===== config.mk =====
export PLATFORM = sky130hd
export DESIGN_NAME = spu_top
export DESIGN_NICKNAME = d
export VERILOG_FILES = /design/src/rtl/spu_pkg.sv /design/src/rtl/spu_top.sv /design/src/rtl/spu_tick.sv /design/src/rtl/spu_serial.sv
export SDC_FILE = /design/constraint.sdc
export NUM_CORES = 1
export LEC_CHECK = 0
export ABC_AREA = 1
export BUFFER_PORTS_ARGS = -buffer_cell sky130_fd_sc_hd__clkbuf_2
export CAP_MARGIN = 20
export CORE_ASPECT_RATIO = 0.8
export CORE_MARGIN = 2
export CORE_UTILIZATION = 40
export DETAILED_ROUTE_END_ITERATION = 12
export SYNTH_ARGS = -nofsm -noshare
export SYNTH_HDL_FRONTEND = slang
export SYNTH_SLANG_ARGS = --single-unit
export TNS_END_PERCENT = 1

===== constraint.sdc =====
create_clock -name REF_CLK -period 8.2 [get_ports REF_CLK]
set_input_delay 1.64 -clock REF_CLK [delete_from_list [all_inputs] [get_ports REF_CLK]]
set_output_delay 1.64 -clock REF_CLK [all_outputs]
set_load 0.01 [all_outputs]

===== src/rtl/spu_pkg.sv =====
// Purpose: shared constants for the single-pin uart register block
// Assumes: apb with 32-bit data, byte offsets as printed
// Notes: status, clear, enable, disable and mask share one bit layout
package spu_pkg;
	localparam logic [7:0] SPU_OFS_CTRL = 8'h00;
	localparam logic [7:0] SPU_OFS_STATUS = 8'h04;
	localparam logic [7:0] SPU_OFS_STATUS_CLEAR = 8'h08;
	localparam logic [7:0] SPU_OFS_IRQ_ENABLE_SET = 8'h0C;
	localparam logic [7:0] SPU_OFS_IRQ_ENABLE_CLEAR = 8'h10;
	localparam logic [7:0] SPU_OFS_IRQ_MASK_STATE = 8'h14;
	localparam logic [7:0] SPU_OFS_RX_HOLDING = 8'h18;
	localparam logic [7:0] SPU_OFS_TX_HOLDING = 8'h1C;
	localparam logic [7:0] SPU_OFS_BAUD_DIVISOR = 8'h20;
	localparam logic [7:0] SPU_OFS_MODULE_REVISION = 8'h24;
	localparam logic [7:0] SPU_OFS_CLOCK_REQUEST = 8'h28;
	localparam int SPU_BIT_BUSY = 0;
	localparam int SPU_BIT_CLK_RUNNING = 2;
	localparam int SPU_BIT_IDLE_AGAIN = 8;
	localparam int SPU_BIT_RX_BYTE = 9;
	localparam int SPU_BIT_OVERRUN = 10;
	localparam int SPU_BIT_TX_MISMATCH = 13;
	localparam logic [31:0] SPU_IRQ_BITS = 32'h0000_2700;
	localparam logic [15:0] SPU_DIVISOR_RESET = 16'h0000;
	localparam logic [15:0] SPU_DIVISOR_DEFAULT = 16'h0020;
	localparam logic [11:0] SPU_REVISION_DEFAULT = 12'h123;
	localparam logic [7:0] SPU_SYNC_BYTE = 8'h55;
	localparam int SPU_OVERSAMPLE = 8;
	typedef enum logic [1:0] {
		SPU_MODE_OFF,
		SPU_MODE_RX,
		SPU_MODE_TX,
		SPU_MODE_RX_SYNC
	} spu_mode_t;
endpackage : spu_pkg


===== src/rtl/spu_top.sv =====
// Purpose: apb register side of the single-pin uart
// Assumes: one clock REF_CLK; pin inputs synchronised here
// Notes: zero-wait apb slave; unmapped reads return zero
`timescale 1ns/1ns
// Function
// RL1: while busy, writes to control, divisor and tx holding are ignored
// RL2: busy sets when the serial side starts work, clears when ready
// RL3: a one in status clear clears that flag and its interrupt
// RL4: zeros written to clear, enable or disable registers do nothing
// RL5: a one in irq enable set sets that mask bit only
// RL6: a one in irq enable clear clears that mask bit only
// RL7: irq mask state reads one per enabled source, status layout
// RL8: rx holding shows the last byte received, upper bits zero
// RL9: the low byte written to tx holding is the next byte sent
// RL10: bit rate is eight times oscillator frequency over the divisor
// RL11: software should not program a divisor below 32
// RL12: a divisor write changes the rate for following transfers
// RL13: divisor reads return the value in use, possibly hardware-set
// RL14: revision register is a fixed read-only 12-bit number
// RL15: clock request zero stops the link clock, one starts it
// RL16: resync mode measures a first 0x55 byte and sets the divisor
// RL17: an enabled interrupt fires on its flag's rising edge
// RL18: overrun replaces the unread byte and sets the overrun flag
// RL19: interrupt output is high while any enabled flag is set
module spu_top #(
	parameter logic [11:0] REVISION = spu_pkg::SPU_REVISION_DEFAULT // arbitrary value
) (
	input wire logic REF_CLK,
	input wire logic RST,
	input wire logic CE,
	input wire logic PSEL,
	input wire logic PENABLE,
	input wire logic PWRITE,
	input wire logic [7:0] PADDR,
	input wire logic [31:0] PWDATA,
	output logic [31:0] PRDATA,
	output logic PREADY,
	output logic PSLVERR,
	input wire logic LINE_IN,
	output logic LINE_OUT,
	output logic LINE_OE_N,
	output logic IRQ
);
	logic line_meta_q;
	logic line_sync_q;
	logic [1:0] mode_q;
	logic [15:0] divisor_q;
	logic [7:0] tx_byte_q;
	logic [7:0] rx_byte_q;
	logic rx_unread_q;
	logic link_clock_on_q;
	logic tx_go_q;
	logic tx_mismatch_flag_q;
	logic overrun_q;
	logic rx_byte_flag_q;
	logic idle_again_flag_q;
	logic [31:0] mask_q;
	logic busy_prev_q;
	logic sync_done_q;
	logic sync_run_q;
	logic [20:0] sync_cnt_q;
	logic [3:0] sync_edges_q;
	logic sync_prev_q;
	logic wr;
	logic rd;
	logic ser_busy;
	logic busy;
	logic rx_done;
	logic [7:0] rx_data;
	logic mismatch;
	logic bit_tick;
	logic ser_ce;
	logic rx_en;
	logic [31:0] status;
	logic [31:0] wmask;
	logic [31:0] rdata;
	logic ser_oe_n;
	logic irq_d;
	assign wr = PSEL && PENABLE && PWRITE;
	assign rd = PSEL && PENABLE && !PWRITE;
	assign PREADY = 1'b1;
	assign PSLVERR = 1'b0;
	assign LINE_OUT = 1'b0;
	assign wmask = PWDATA & spu_pkg::SPU_IRQ_BITS;
	always_ff @(posedge REF_CLK) begin
		if (RST) begin
			line_meta_q <= 1'b1;
			line_sync_q <= 1'b1;
		end else if (CE) begin
			line_meta_q <= LINE_IN;
			line_sync_q <= line_meta_q;
		end
	end
	// link clock gated by the request bit: serial side freezes when off
	assign ser_ce = CE && link_clock_on_q; // see RL15
	assign rx_en = (mode_q == spu_pkg::SPU_MODE_RX) ||
		(mode_q == spu_pkg::SPU_MODE_RX_SYNC && sync_done_q);
	// sync measurement owns the line until the first byte is measured
	assign busy = ser_busy || tx_go_q || sync_run_q; // see RL2
	spu_tick u_tick (
		.clk(REF_CLK),
		.rst(RST),
		.ce(ser_ce),
		.restart(!ser_busy), // idle holds the bit phase; a free-running phase can sample on edges
		.divisor(divisor_q), // see RL12
		.tick(bit_tick) // see RL10
	);
	spu_serial u_serial (
		.clk(REF_CLK),
		.rst(RST),
		.ce(ser_ce),
		.bit_tick(bit_tick),
		.rx_en(rx_en),
		.tx_go(tx_go_q),
		.tx_data(tx_byte_q), // see RL9
		.line_in(line_sync_q),
		.line_oe_n(ser_oe_n),
		.busy(ser_busy),
		.rx_done(rx_done),
		.rx_data(rx_data),
		.mismatch(mismatch)
	);
	assign LINE_OE_N = ser_oe_n;
	always_ff @(posedge REF_CLK) begin
		if (RST) begin
			mode_q <= 2'h0;
			tx_byte_q <= 8'h00;
			tx_go_q <= 1'b0;
		end else if (CE) begin
			if (ser_busy || !ser_ce) begin
				tx_go_q <= tx_go_q & ~ser_busy;
			end
			if (wr && !busy) begin // see RL1
				if (PADDR == spu_pkg::SPU_OFS_CTRL) begin
					mode_q <= PWDATA[1:0];
				end
				if (PADDR == spu_pkg::SPU_OFS_TX_HOLDING &&
						mode_q == spu_pkg::SPU_MODE_TX) begin
					tx_byte_q <= PWDATA[7:0]; // see RL9
					tx_go_q <= 1'b1;
				end
			end
		end
	end
	always_ff @(posedge REF_CLK) begin
		if (RST) begin
			link_clock_on_q <= 1'b0;
		end else if (CE && wr && PADDR == spu_pkg::SPU_OFS_CLOCK_REQUEST) begin
			link_clock_on_q <= PWDATA[0]; // see RL15
		end
	end
	// resync: time 8 bits of 0x55 = 8 bit periods; divisor = 8*clocks/bit = clocks total
	always_ff @(posedge REF_CLK) begin
		if (RST) begin
			divisor_q <= spu_pkg::SPU_DIVISOR_RESET;
			sync_done_q <= 1'b0;
			sync_run_q <= 1'b0;
			sync_cnt_q <= '0;
			sync_edges_q <= '0;
			sync_prev_q <= 1'b1;
		end else if (CE) begin
			sync_prev_q <= line_sync_q;
			if (mode_q != spu_pkg::SPU_MODE_RX_SYNC) begin
				sync_done_q <= 1'b0;
				sync_run_q <= 1'b0;
			end else if (!sync_done_q && ser_ce) begin // see RL16
				if (!sync_run_q && sync_prev_q && !line_sync_q) begin
					sync_run_q <= 1'b1;
					sync_cnt_q <= '0;
					sync_edges_q <= '0;
				end else if (sync_run_q) begin
					sync_cnt_q <= sync_cnt_q + 21'h1;
					// stay busy through the low last bit, else it looks like a start bit
					if (sync_edges_q == 4'h4) begin
						if (line_sync_q) begin
							sync_run_q <= 1'b0;
							sync_done_q <= 1'b1;
						end
					// start bit plus 0x55 gives five falling edges; last starts bit 8
					end else if (sync_prev_q && !line_sync_q) begin
						sync_edges_q <= sync_edges_q + 4'h1;
						if (sync_edges_q == 4'h3) begin
							divisor_q <= sync_cnt_q[15:0] + 16'h1; // see RL13
						end
					end
				end
			end
			if (wr && !busy && PADDR == spu_pkg::SPU_OFS_BAUD_DIVISOR) begin
				divisor_q <= PWDATA[15:0]; // see RL1 see RL12
			end
		end
	end
	always_ff @(posedge REF_CLK) begin
		if (RST) begin
			rx_byte_q <= 8'h00;
			rx_unread_q <= 1'b0;
		end else if (CE) begin
			if (rd && PADDR == spu_pkg::SPU_OFS_RX_HOLDING) begin
				rx_unread_q <= 1'b0;
			end
			if (rx_done) begin
				rx_byte_q <= rx_data; // see RL18
				rx_unread_q <= 1'b1;
			end
		end
	end
	// flags: hardware set wins over a same-cycle software clear
	always_ff @(posedge REF_CLK) begin
		if (RST) begin
			tx_mismatch_flag_q <= 1'b0;
			overrun_q <= 1'b0;
			rx_byte_flag_q <= 1'b0;
			idle_again_flag_q <= 1'b0;
			busy_prev_q <= 1'b0;
		end else if (CE) begin
			busy_prev_q <= busy;
			if (wr && PADDR == spu_pkg::SPU_OFS_STATUS_CLEAR) begin // see RL3 see RL4
				if (wmask[spu_pkg::SPU_BIT_TX_MISMATCH]) tx_mismatch_flag_q <= 1'b0;
				if (wmask[spu_pkg::SPU_BIT_OVERRUN]) overrun_q <= 1'b0;
				if (wmask[spu_pkg::SPU_BIT_RX_BYTE]) rx_byte_flag_q <= 1'b0;
				if (wmask[spu_pkg::SPU_BIT_IDLE_AGAIN]) idle_again_flag_q <= 1'b0;
			end
			if (mismatch) tx_mismatch_flag_q <= 1'b1;
			if (rx_done && rx_unread_q) overrun_q <= 1'b1; // see RL18
			if (rx_done) rx_byte_flag_q <= 1'b1;
			if (busy_prev_q && !busy) idle_again_flag_q <= 1'b1;
		end
	end
	always_ff @(posedge REF_CLK) begin
		if (RST) begin
			mask_q <= 32'h0000_0000;
		end else if (CE && wr) begin
			if (PADDR == spu_pkg::SPU_OFS_IRQ_ENABLE_SET) begin
				mask_q <= mask_q | wmask; // see RL5 see RL4
			end else if (PADDR == spu_pkg::SPU_OFS_IRQ_ENABLE_CLEAR) begin
				mask_q <= mask_q & ~wmask; // see RL6 see RL4
			end
		end
	end
	always_comb begin
		status = 32'h0000_0000;
		status[spu_pkg::SPU_BIT_BUSY] = busy;
		status[spu_pkg::SPU_BIT_CLK_RUNNING] = link_clock_on_q;
		status[spu_pkg::SPU_BIT_IDLE_AGAIN] = idle_again_flag_q;
		status[spu_pkg::SPU_BIT_RX_BYTE] = rx_byte_flag_q;
		status[spu_pkg::SPU_BIT_OVERRUN] = overrun_q;
		status[spu_pkg::SPU_BIT_TX_MISMATCH] = tx_mismatch_flag_q;
	end
	// level output follows flag and mask; a rising flag raises it
	assign irq_d = |(status & mask_q & spu_pkg::SPU_IRQ_BITS); // see RL17 see RL19
	always_ff @(posedge REF_CLK) begin
		if (RST) begin
			IRQ <= 1'b0;
		end else if (CE) begin
			IRQ <= irq_d;
		end
	end
	always_comb begin
		rdata = 32'h0000_0000;
		unique case (PADDR)
			spu_pkg::SPU_OFS_CTRL: rdata = {30'h0, mode_q};
			spu_pkg::SPU_OFS_STATUS: rdata = status;
			spu_pkg::SPU_OFS_IRQ_MASK_STATE: rdata = mask_q; // see RL7
			spu_pkg::SPU_OFS_RX_HOLDING: rdata = {24'h0, rx_byte_q}; // see RL8
			spu_pkg::SPU_OFS_TX_HOLDING: rdata = {24'h0, tx_byte_q};
			spu_pkg::SPU_OFS_BAUD_DIVISOR: rdata = {16'h0, divisor_q}; // see RL13
			spu_pkg::SPU_OFS_MODULE_REVISION: rdata = {20'h0, REVISION}; // see RL14
			spu_pkg::SPU_OFS_CLOCK_REQUEST: rdata = {31'h0, link_clock_on_q};
			default: rdata = 32'h0000_0000;
		endcase
	end
	always_ff @(posedge REF_CLK) begin
		if (RST) begin
			PRDATA <= 32'h0000_0000;
		end else if (CE && PSEL && !PENABLE && !PWRITE) begin
			PRDATA <= rdata;
		end
	end
endmodule : spu_top


===== src/rtl/spu_tick.sv =====
// Purpose: bit-rate tick generator, one tick per bit, steps of eight per clock
// Assumes: one clock stands for the fast oscillator
// Notes: a divisor change takes effect on the next tick
`timescale 1ns/1ns
module spu_tick (
	input wire logic clk,
	input wire logic rst,
	input wire logic ce,
	input wire logic restart,
	input wire logic [15:0] divisor,
	output logic tick
);
	logic [18:0] acc_q;
	logic [18:0] sum;
	assign sum = acc_q + 19'(spu_pkg::SPU_OVERSAMPLE);
	// rate = 8 * f / divisor: accumulate 8 per clock, tick per divisor
	always_ff @(posedge clk) begin
		if (rst) begin
			acc_q <= '0;
			tick <= 1'b0;
		end else if (ce) begin
			if (restart) begin
				// half a bit preloaded so receive samples land mid-bit, not on edges
				acc_q <= {4'h0, divisor[15:1]};
				tick <= 1'b0;
			end else if (divisor != 16'h0000 && sum >= {3'h0, divisor}) begin
				acc_q <= sum - {3'h0, divisor};
				tick <= 1'b1;
			end else begin
				acc_q <= sum;
				tick <= 1'b0;
			end
		end
	end
endmodule : spu_tick


===== src/rtl/spu_serial.sv =====
// Purpose: half-duplex byte shifter on one open-drain wire
// Assumes: line input already synchronised; 8N1 framing, lsb first
// Notes: reports busy, byte received, and line mismatch while sending
`timescale 1ns/1ns
module spu_serial (
	input wire logic clk,
	input wire logic rst,
	input wire logic ce,
	input wire logic bit_tick,
	input wire logic rx_en,
	input wire logic tx_go,
	input wire logic [7:0] tx_data,
	input wire logic line_in,
	output logic line_oe_n,
	output logic busy,
	output logic rx_done,
	output logic [7:0] rx_data,
	output logic mismatch
);
	typedef enum logic [1:0] {SPU_IDLE, SPU_SEND, SPU_RECV} spu_ser_t;
	spu_ser_t state_q;
	logic [9:0] shift_q;
	logic [3:0] bits_q;
	assign busy = state_q != SPU_IDLE;
	always_ff @(posedge clk) begin
		if (rst) begin
			state_q <= SPU_IDLE;
			shift_q <= '0;
			bits_q <= '0;
			line_oe_n <= 1'b1;
			rx_done <= 1'b0;
			rx_data <= '0;
			mismatch <= 1'b0;
		end else if (ce) begin
			rx_done <= 1'b0;
			mismatch <= 1'b0;
			unique case (state_q)
				SPU_IDLE: begin
					if (tx_go) begin
						shift_q <= {1'b1, tx_data, 1'b0};
						bits_q <= 4'h0;
						state_q <= SPU_SEND;
					end else if (rx_en && !line_in) begin
						bits_q <= 4'h0;
						state_q <= SPU_RECV;
					end
				end
				SPU_SEND: if (bit_tick) begin
					// pulling low drives the wire; a low seen while released is a clash
					mismatch <= line_oe_n && !line_in;
					line_oe_n <= shift_q[0];
					shift_q <= {1'b1, shift_q[9:1]};
					bits_q <= bits_q + 4'h1;
					if (bits_q == 4'h9) begin
						line_oe_n <= 1'b1;
						state_q <= SPU_IDLE;
					end
				end
				SPU_RECV: if (bit_tick) begin
					// samples once per tick at mid-bit, coarse but divisor-true
					shift_q <= {line_in, shift_q[9:1]};
					bits_q <= bits_q + 4'h1;
					if (bits_q == 4'h9) begin
						rx_data <= shift_q[9:2];
						rx_done <= 1'b1;
						state_q <= SPU_IDLE;
					end
				end
				default: state_q <= SPU_IDLE;
			endcase
		end
	end
endmodule : spu_serial


==> results of run 1 <==
-- cell type report --
class                           count  area share, %
Multi-Input combinational cell    819           48.8
Clock inverter                     13           1.98
Clock buffer                       19           5.06
Timing Repair Buffer               54           3.19
Tap cell                          264           3.69
Inverter                          168           7.10
Sequential cell                   135           30.2
-- stage by stage --
stage / hold WS [ns] / cells / setup WS, ns / util (%)
final: 0.452 / 1472 / 4.38 / 45.5
after global routing: 0.483 / 1472 / 3.93 / 45.5
after CTS: 0.457 / 1471 / 4.04 / 45.5
after detailed placement: 0.445 / 1439 / 3.58 / 42.3
after global placement: 0.442 / 1439 / 3.56 / 42.3
after floorplan: 0.425 / 1180 / 5.01 / -
-- metal layers --
metal / part of all wire [%] / wire [um] / global-route usage, % / vias to the layer above
met5: 0 / 0 / 0 / -
met4: 0.94 / 212 / 5.05 / 0
met3: 7.1 / 1600 / 4.48 / 16
met2: 39 / 8740 / 31.0 / 254
met1: 53 / 12000 / 34.6 / 3480
li1: - / - / - / 3885
-- registers in the layout (all words and copies together), names as in the netlist, 2 cells and up, named ones only --
name and count:
sync_edges_q 4, u_serial.state_q 2, sync_cnt_q 16, tx_byte_q 8, u_serial.shift_q 10, PRDATA 16
divisor_q 16, u_serial.bits_q 4, u_tick.acc_q 19, mode_q 2, rx_byte_q 8, u_serial.rx_data 8
-- critical path: cells and delay by family --
family | cells | cell delay (ns)
AND/OR/NAND/NOR | 6 | 0.89
AO/OA/AOI/OAI | 1 | 0.14
buffers and inverters | 5 | 1.49
-- synthesized netlist by cell type (2+ instances only) --
| master | n |
|---|---|
| a211oi_1 | 10 |
| a21o_1 | 2 |
| a21oi_1 | 143 |
| a21oi_2 | 2 |
| a221oi_1 | 5 |
| a31oi_1 | 9 |
| buf_2 | 3 |
| buf_4 | 21 |
| clkbuf_1 | 32 |
| clkinv_1 | 5 |
| conb_1 | 2 |
| dfxtp_1 | 135 |
| ha_1 | 26 |
| inv_1 | 157 |
| inv_2 | 5 |
| nand2_1 | 221 |
| nand2_2 | 8 |
| nand2_4 | 3 |
| nand3_1 | 67 |
| nand3_2 | 4 |
| nand3b_1 | 4 |
| nand4_1 | 17 |
| nand4_2 | 2 |
| nor2_1 | 89 |
| nor2_2 | 3 |
| nor2_4 | 5 |
| nor3_1 | 10 |
| nor3_2 | 3 |
| nor3b_1 | 2 |
| nor4_1 | 7 |
| o2111ai_1 | 3 |
| o21ai_0 | 86 |
| o21ai_1 | 2 |
| o21ai_2 | 2 |
| o21bai_1 | 2 |
| o221ai_1 | 7 |
| o22ai_1 | 10 |
| o31ai_1 | 5 |
| xnor2_1 | 11 |
| xor2_1 | 22 |
-- logic make-up (layout without fill, tap and decap cells) --
logic type / after synthesis / in the layout
flops: 135 / 135
buf+inv: 226 / 254
other cells: 2 / 19
compound gates: 292 / 292
simple gates: 448 / 448
xor+xnor: 33 / 33
fa+ha+maj: 27 / 27
-- worst min path at each step --
stage / endpoint / depth (start not counted) / start / slack (ns)
floorplan: u_serial.shift_q[1] / 2 / u_serial.shift_q[1] / 0.42
global placement: sync_prev_q / 2 / sync_prev_q / 0.44
detailed placement: u_serial.shift_q[1] / 2 / u_serial.shift_q[1] / 0.44
CTS: u_serial.shift_q[0] / 2 / u_serial.shift_q[0] / 0.46
global route: rx_byte_q[7] / 2 / rx_byte_q[7] / 0.48
finish: u_serial.shift_q[0] / 2 / u_serial.shift_q[0] / 0.45
-- power by group through the flow --
stage	sequential (W)	clock, W	combinational, W
after floorplan	0.000674	0	0.0000337
after global placement	0.000674	0	0.0000475
after detailed placement	0.000674	0	0.0000478
after CTS	0.000660	0.000832	0.0000480
after global routing	0.000660	0.000867	0.0000543
final	0.000660	0.000821	0.0000489
==> run metrics, run 1 <==
ratio of cells with drive above 1 in the final layout approximately a tenth; initial antenna violation count 0; routed length per instance 15.3 um; final hold viol count 0; GRT Util Overall between 20 and 25%; CP Launch Point CE; Post-synth EDFFs 0; CTS clk-pin slew, worst paths 0.06 ns; Data arrival, critical path about 4.2 ns; clk root buf clkbuf_16; Hold/Removal Path Class reg2reg; peak supply drop approximately 0.12 mV; CP endpoint sync_cnt_q[5]; crit path cell chain clkbuf_2, nand2_1, buf_4, inv_2, nand2_1, nor2_1, nand2_1, clkinv_1, nor2_1, buf_4, nand2_1, a21oi_1; Clk network pwr share a little over half; Die Ht around 130 um; slowest CP cell nor2_1; most common cell after layout, fill and taps aside nand2_1; Antenna Diode Count 0; num rows 46; Top Ports 84; mux share of post-synthesis cell area 0%; GP Congestion about 0.90; Synth Area in Adders under 10%; Post-CTS Setup Inserts 0; clk_lat worst skew approximately 0.43 ns; RSZ-0062 raised after global routing no; TritonCTS clock tree built; DRT antenna net count 0; register area share after synthesis about a third; fmax approximately 260 MHz; combinational power share approximately 3.2%; number of remaining DRC errors 0; IO buf count 48; synthesized area per cell a little under 7 sq um; FF-to-FF setup slack 4.42 ns; dpl cell area 0.00832 sq mm; die width 162 um; global-route wire length before repair approximately 37 mm; Simple-Gate Fraction of Synth Area around a quarter; drt total wl 22.6 mm; Synth cell types 51; area of the multi-input gates 0.00437 sq mm; cell area power density around 170 mW/mm^2; Leakage 3.68 nW; Post-Synthesis Cells ~1200; ranking of synthesized cells by area dfxtp_1, nand2_1, a21oi_1; largest family of logic cells by synthesized area simple AND/OR/NAND/NOR gates; Crit Path Class in2reg; H-tree depth 4; finished layout cell area ~0.009 sq mm; grt total ovfl 0; Setup crit end kind flip-flop; Synth Area in Compound Gates between 20% and 30%; CTS buffer count 17; P_int between 0.001 and 0.0015 W; Filler Cells Inserted 2049; ys async rst share 0%; synth-to-layout area growth 12.5%; Core ar. 0.0197 sq mm; post-synth top area share 34.0%; Synth Flop Type dfxtp_1; minimum clock period 3.82 ns; Worst slew margin between 40 and 50%; Die ar. around 0.021 sq mm; Max Buffers Root-to-Sink 2; Max stage delay on crit path approximately 0.44 ns; most used cell, CP nand2_1; # setup viols final 0; critical path peak fanout 33; commonest cells after routing, fill and taps aside nand2_1, inv_1, a21oi_1, dfxtp_1, nor2_1; Switch Pwr approximately 0.00034 W; R2R Path Start u_tick.acc_q[3]; cell taking the most area after synthesis dfxtp_1; Worst setup SP type input port; synthesized cell area between 0.007 and 0.008 sq mm; Layout Nets ~1300; R2R cell count 25; Post-Synth XOR/XNOR Area roughly 3.6%; max-cap violation count 0; Starting DRT DRC Count approximately 530; post-DP HPWL ~16 mm; DRT Pass-1 Iters 5; Post-CTS Resized 0; Final TNS setup 0 ns; Ys Warns 0; sequential share of power 43.1%; Req. time, crit path 8.55 ns; Initial Utilization roughly two fifths; average vias per placed instance ~5.2; hold_buf cts 0; Clock Skew 0.00855 ns; vias in the first global route roughly 7000; CTS sink cnt 135; final period utilization 46.5%; end of the worst register-to-register path u_tick.acc_q[5]; pin count of the biggest net entering global routing 70; Pwr Total around 0.0015 W; register bit total from synthesis approximately 140; register area 0.00270 sq mm; DR vias ~7600; status completed; Switching Fraction 22.0%; Slew Viols, Final 0; worst slew pin tran roughly 0.84 ns
(Power assumes the default switching activity.)
==> inputs of run 2 (changes only) <==
clock period = 3.1 ns   (was 8.2 ns; I/O delays follow)
==> run 2 against run 1 <==
  * Register-to-register slack worse by 4.2 ns
  * Power grew to 2.5 times the previous value
  * Non-clock buffer count is 44 higher
  * Via count is 2.3% higher
  * Sequential power grew to 2.7 times the previous value
  * Critical path depth is 10 higher
  * Critical path type is now reg2reg
  * First-iteration DRC count is 30% higher
  * Setup slack worse by 4.1 ns
  * Clock-buffer cell count stayed put
  * Combinational power grew to 2.7 times the previous value
==> run metrics, run 2 (same netlist as run 1, synthesis figures left out) <==
status completed; Crit Path Class reg2reg; H-tree depth 4 (unchanged); CTS sink cnt 135 (unchanged); DRT antenna net count 0 (unchanged); commonest cells after routing, fill and taps aside nand2_1, inv_1, a21oi_1, dfxtp_1, nor2_1; die width 162 um (unchanged); Max Buffers Root-to-Sink 2 (unchanged); initial antenna violation count 0 (unchanged); # setup viols final 0 (unchanged); critical path peak fanout 6 (-82%); worst slew pin tran 0.830 ns (-0.0130 ns); drt total wl 23.2 mm (+2.8%); routed length per instance 15.3 um (-0.11%); fmax ~350 MHz; pin count of the biggest net entering global routing 69 (-1.4%); minimum clock period between 2 and 3 ns; CP endpoint u_tick.acc_q[5]; DRT Pass-1 Iters 5 (unchanged); GP Congestion 0.907 (+0.44%); GRT Util Overall 22.6% (+0.39 points); Hold/Removal Path Class in2reg; Die ar. 0.0210 sq mm (unchanged); R2R cell count 22 (-12%); TritonCTS clock tree built; Antenna Diode Count 0 (unchanged); ratio of cells with drive above 1 in the final layout 15.5% (+4.9 points); clk_lat worst skew 0.43 ns (about the same); CTS buffer count 17 (unchanged); number of remaining DRC errors 0 (unchanged); vias in the first global route 7097 (+3.1%); Starting DRT DRC Count 695 (+30%); IO buf count 48 (unchanged); Data arrival, critical path 3.17 ns (-1.00 ns); CP Launch Point u_tick.acc_q[4]; synth-to-layout area growth 17.8%; end of the worst register-to-register path u_tick.acc_q[5]; FF-to-FF setup slack 0.26 ns (-4.16 ns); peak supply drop 0.299 mV (+160%); cell area power density 412 mW/mm^2 (+140%); Req. time, crit path 3.43 ns (-5.12 ns); post-DP HPWL 17.5 mm (+6.2%); final worst slack 0.256 ns (-4.13 ns); most common cell after layout, fill and taps aside nand2_1; final period utilization 91.8%; Slew Viols, Final 0 (unchanged); Setup crit end kind flip-flop; Core ar. 0.0197 sq mm (unchanged); max-cap violation count 0 (unchanged); max FFs per register 19 (unchanged); Worst setup SP type flip-flop; dpl ws 0.0337 ns (-3.55 ns); final hold viol count 0 (unchanged); global-route wire length before repair 37.1 mm (+1.3%); most flop-heavy register u_tick.acc_q; grt total ovfl 0 (unchanged); Worst slew margin 44.7% (+0.86 points); DR vias 7812 (+2.3%); RSZ-0062 raised after global routing yes; average vias per placed instance 5.16 (-0.59%); CTS clk-pin slew, worst paths 0.06 ns (about the same); num rows 46 (unchanged); Initial Utilization 40.4% (unchanged); clk root buf clkbuf_16; dpl cell area 0.00866 sq mm (+4.2%); Layout Nets 1313 (+3.5%); Clock Skew 0.0114 ns (+0.00283 ns); finished layout cell area 0.00938 sq mm (+4.7%); Leakage 3.90 nW (+5.7%); Top Ports 84 (unchanged); R2R Path Start u_tick.acc_q[4]; Die Ht 130 um (unchanged)
-- run 2: cell count changes in the layout (fill, tap and decap cells not counted), moves of 3 or more --
cell and change:
buf_4 +40, clkinvlp_4 +4, ha_1 -3, ha_4 +3
inv_1 -5, inv_2 +5, nand3_1 -5, nand3_2 +5
-- run 2: where the power goes --
part | internal (W) | switching, W
logic | 0.0000365 | 0.0000972
clock network | 0.00120 | 0.000788
registers | 0.00174 | 0.00000389
-- run 2: how the worst min path moves through the flow --
stage | start | endpoint | slack (ns) | cells after the start
3_5_place_dp | sync_prev_q | sync_prev_q | 0.45 | 2
2_1_floorplan | u_serial.shift_q[1] | u_serial.shift_q[1] | 0.42 | 2
5_1_grt | LINE_IN | line_meta_q | 0.40 | 3
4_1_cts | LINE_IN | line_meta_q | 0.39 | 3
3_3_place_gp | sync_prev_q | sync_prev_q | 0.44 | 2
6_report | LINE_IN | line_meta_q | 0.40 | 3
-- run 2: metrics by stage --
stage | util, % | hold WS [ns] | TNS [ns] | std cells | power [W]
floorplan | - | 0.425 | 0 | 1180 | 0.00187
global placement | 44.0 | 0.440 | 0 | 1482 | 0.00191
detailed placement | 44.0 | 0.450 | 0 | 1482 | 0.00191
CTS | 46.9 | 0.394 | 0 | 1513 | 0.00390
global route | 47.6 | 0.404 | -0.00430 | 1515 | 0.00400
finish | 47.6 | 0.403 | 0 | 1515 | 0.00386
-- run 2: worst max-delay path, stage by stage, from the launching register on --
cell	delay, ns
dfxtp_2	0.35
buf_4	0.12
nand3_2	0.16
inv_2	0.11
nand2_4	0.09
nor2_1	0.12
xor2_1	0.22
ha_1	0.32
nand2_2	0.11
inv_2	0.04
nand3_2	0.05
inv_1	0.05
nand4_1	0.10
nand3_2	0.10
nor2_4	0.14
nand3_4	0.11
nand2_8	0.12
nor2_2	0.05
buf_4	0.14
nand2_1	0.07
nand3_2	0.07
nand2_1	0.07
inv_1	0.04
-- run 2: final cells by class --
class | instances | area, sq um
Clock buffer | 19 | 443
Clock inverter | 12 | 129
Fill cell | 1989 | 10300
Inverter | 168 | 636
Multi-Input combinational cell | 819 | 4490
Sequential cell | 135 | 2710
Tap cell | 264 | 330
Timing Repair Buffer | 98 | 648
-- run 2: per-layer routing --
layer / track usage [%] / vias up / part of all wire (%)
met5: 0 / - / 0
met4: 5.47 / 0 / 0.99
met3: 4.64 / 22 / 6.4
met2: 31.6 / 224 / 38
met1: 35.0 / 3599 / 54
li1: - / 3967 / -
-- run 2: timing repair --
item                       4_1_cts  5_1_grt
setup buffers                    0        1
gates resized for setup          0       32
hold buffers                     0        0
setup endpoints to repair        0       20
==> inputs of run 3 (changes only) <==
CORE_ASPECT_RATIO = default   (was 0.8)
==> run 3 against run 2 <==
  * Cell area is the same
  * Sequential cell count is the same
  * Clock skew grew 0.0011 ns
  * Core utilization grew 0.54 points
  * Via count shrank 0.79%
  * Combinational power shrank 4%
  * Routed wire length shrank 1.7%
  * Non-clock buffer count shrank 2
  * Global-route usage shrank 0.57 points
  * Die area is essentially flat
  * Hold slack lost 0.0093 ns
  * Critical path type unchanged
  * Critical endpoint is now u_tick.acc_q[0]
  * Largest power group unchanged
==> run metrics, run 3 (same netlist as run 1, synthesis figures left out) <==
Clock Skew 0.0125 ns (+0.00111 ns); fin cells 1514 (-0.066%); Crit Path Class reg2reg; DRT Pass-1 Iters 6 (+1); CTS sink cnt 135 (unchanged); ratio of cells with drive above 1 in the final layout 15.3% (-0.22 points); register area 0.00271 sq mm (about the same); status completed; peak supply drop 0.401 mV (+34%); Final TNS setup 0 ns (unchanged); fmax 345 MHz (-1.7%); DRT antenna net count 0 (unchanged); max-cap violation count 0 (unchanged); dpl cell area 0.00866 sq mm (about the same); grt total ovfl 0 (unchanged); Leakage 3.92 nW (+0.57%); global-route wire length before repair 37.5 mm (+1.1%); GRT Util Overall 22.0% (-0.57 points); initial antenna violation count 0 (unchanged); routed length per instance 15.1 um (-1.6%); Antenna Diode Count 0 (unchanged); num rows 51 (+11%); Hold/Removal Path Class in2reg; Slew Viols, Final 0 (unchanged); Setup crit end kind flip-flop; R2R Path Start u_tick.acc_q[4]; most flop-heavy register u_tick.acc_q; Filler Cells Inserted 2019 (+1.5%); min-delay src LINE_IN; FF-to-FF setup slack 0.21 ns (-0.05 ns); post-DP HPWL 17.1 mm (-2.3%); die width 145 um (-10%); hold_buf cts 0 (unchanged); finished layout cell area 0.00938 sq mm (unchanged); commonest cells after routing, fill and taps aside nand2_1, inv_1, a21oi_1, dfxtp_1, nor2_1; IO buf count 48 (unchanged); Data arrival, critical path 3.23 ns (+0.06 ns); cell area power density 423 mW/mm^2 (+2.7%); vias in the first global route 7296 (+2.8%); hold path depth 3 (unchanged); pin count of the biggest net entering global routing 69 (unchanged); clk_lat worst skew 0.44 ns (about the same); Placed Instances 1482 (unchanged); minimum clock period 2.89 ns (+0.0500 ns); number of remaining DRC errors 0 (unchanged); # setup viols final 0 (unchanged); synth-to-layout area growth 17.8% (unchanged); Worst slew margin 45.2% (+0.57 points); max FFs per register 19 (unchanged); Layout Nets 1311 (-0.15%); final hold viol count 0 (unchanged); Core ar. 0.0195 sq mm (-1.1%); Initial Utilization 40.9% (+0.46 points); average vias per placed instance 5.12 (-0.73%); worst slew pin tran 0.821 ns (-0.00852 ns); DR vias 7750 (-0.79%); final period utilization 93.4% (+1.6 points); clk root buf clkbuf_16; GP Congestion 0.896 (-1.2%); Starting DRT DRC Count 646 (-7.1%); drt total wl 22.8 mm (-1.7%); H-tree depth 4 (unchanged); Worst setup SP type flip-flop; Die Ht 145 um (+11%); end of the worst register-to-register path u_tick.acc_q[0]; CTS buffer count 17 (unchanged); Max Buffers Root-to-Sink 2 (unchanged); WHS 0.393 ns (-0.00933 ns); R2R cell count 26 (+18%); CTS clk-pin slew, worst paths 0.07 ns (about the same); TritonCTS clock tree built; Req. time, crit path 3.43 ns (about the same); Die ar. 0.0210 sq mm (about the same); area of the multi-input gates 0.00447 sq mm (-0.33%); Top Ports 84 (unchanged); hold endpoint line_meta_q; critical path peak fanout 6 (unchanged); most common cell after layout, fill and taps aside nand2_1
-- run 3: power by group --
group / total (W) / switching, W / leakage, nW / internal (W)
sequential: 0.00174 / 0.00000372 / 1.09 / 0.00174
clock: 0.00209 / 0.000867 / 0.289 / 0.00123
combinational: 0.000129 / 0.0000943 / 2.54 / 0.0000347
-- run 3: per-layer routing --
metal  global-route usage (%)  routed length [um]  vias to the layer above
li1                         -                   -                     3962
met1                     31.2               11100                     3534
met2                     33.8                9930                      216
met3                     4.12                1370                       38
met4                     6.88                 460                        0
met5                        0                   0                        -
-- run 3: layout make-up --
cell class              instances  area share [%]
multi-input cells             819            47.7
flip-flops and latches        135            28.9
inverters                     168            6.81
repair buffers                 96            6.71
clock buffers                  18            4.68
well taps                     265            3.54
clock inverters                13            1.72
-- run 3: how the worst max path moves through the flow --
stage                    start               end  depth (start not counted)
2_1_floorplan  u_tick.acc_q[3]   u_tick.acc_q[1]                         25
3_3_place_gp   u_tick.acc_q[3]   u_tick.acc_q[0]                         25
3_5_place_dp   u_tick.acc_q[3]   u_tick.acc_q[0]                         25
4_1_cts        u_tick.acc_q[3]  u_tick.acc_q[18]                         25
5_1_grt        u_tick.acc_q[5]   u_tick.acc_q[0]                         20
6_report       u_tick.acc_q[4]   u_tick.acc_q[0]                         26
-- run 3: through the flow --
step	worst slack, ns	total power, W	util (%)
final	0.206	0.00397	48.2
after global routing	-0.0107	0.00409	48.2
after CTS	0.00756	0.00399	47.6
after detailed placement	-0.0259	0.00191	44.5
after global placement	-0.0383	0.00191	44.5
after floorplan	0.221	0.00187	-
-- run 3: timing repair --
item / in CTS / in global routing
resized for setup: 2 / 27
pin swaps: 0 / 10
buffers inserted: 0 / 1
setup endpoints to repair: 12 / 20
-- run 3: worst max-delay path, cell delays in order (launching register included) --
cell and delay [ns]:
dfxtp_2 0.36, ha_4 0.16, nand2_4 0.07, inv_4 0.06, nand3_4 0.06, nor2_2 0.13, inv_2 0.05, nor2_2 0.11
buf_4 0.11, a21o_1 0.11, o21ai_2 0.06, inv_1 0.05, ha_1 0.23, nand2_1 0.09, inv_2 0.04, nand3_2 0.05
inv_2 0.04, nand4_1 0.09, nand3_2 0.10, nor2_4 0.14, nand3_4 0.10, nand2_4 0.12, buf_4 0.17, buf_4 0.12
nor3_2 0.03, nor2_1 0.11, nor2_1 0.05
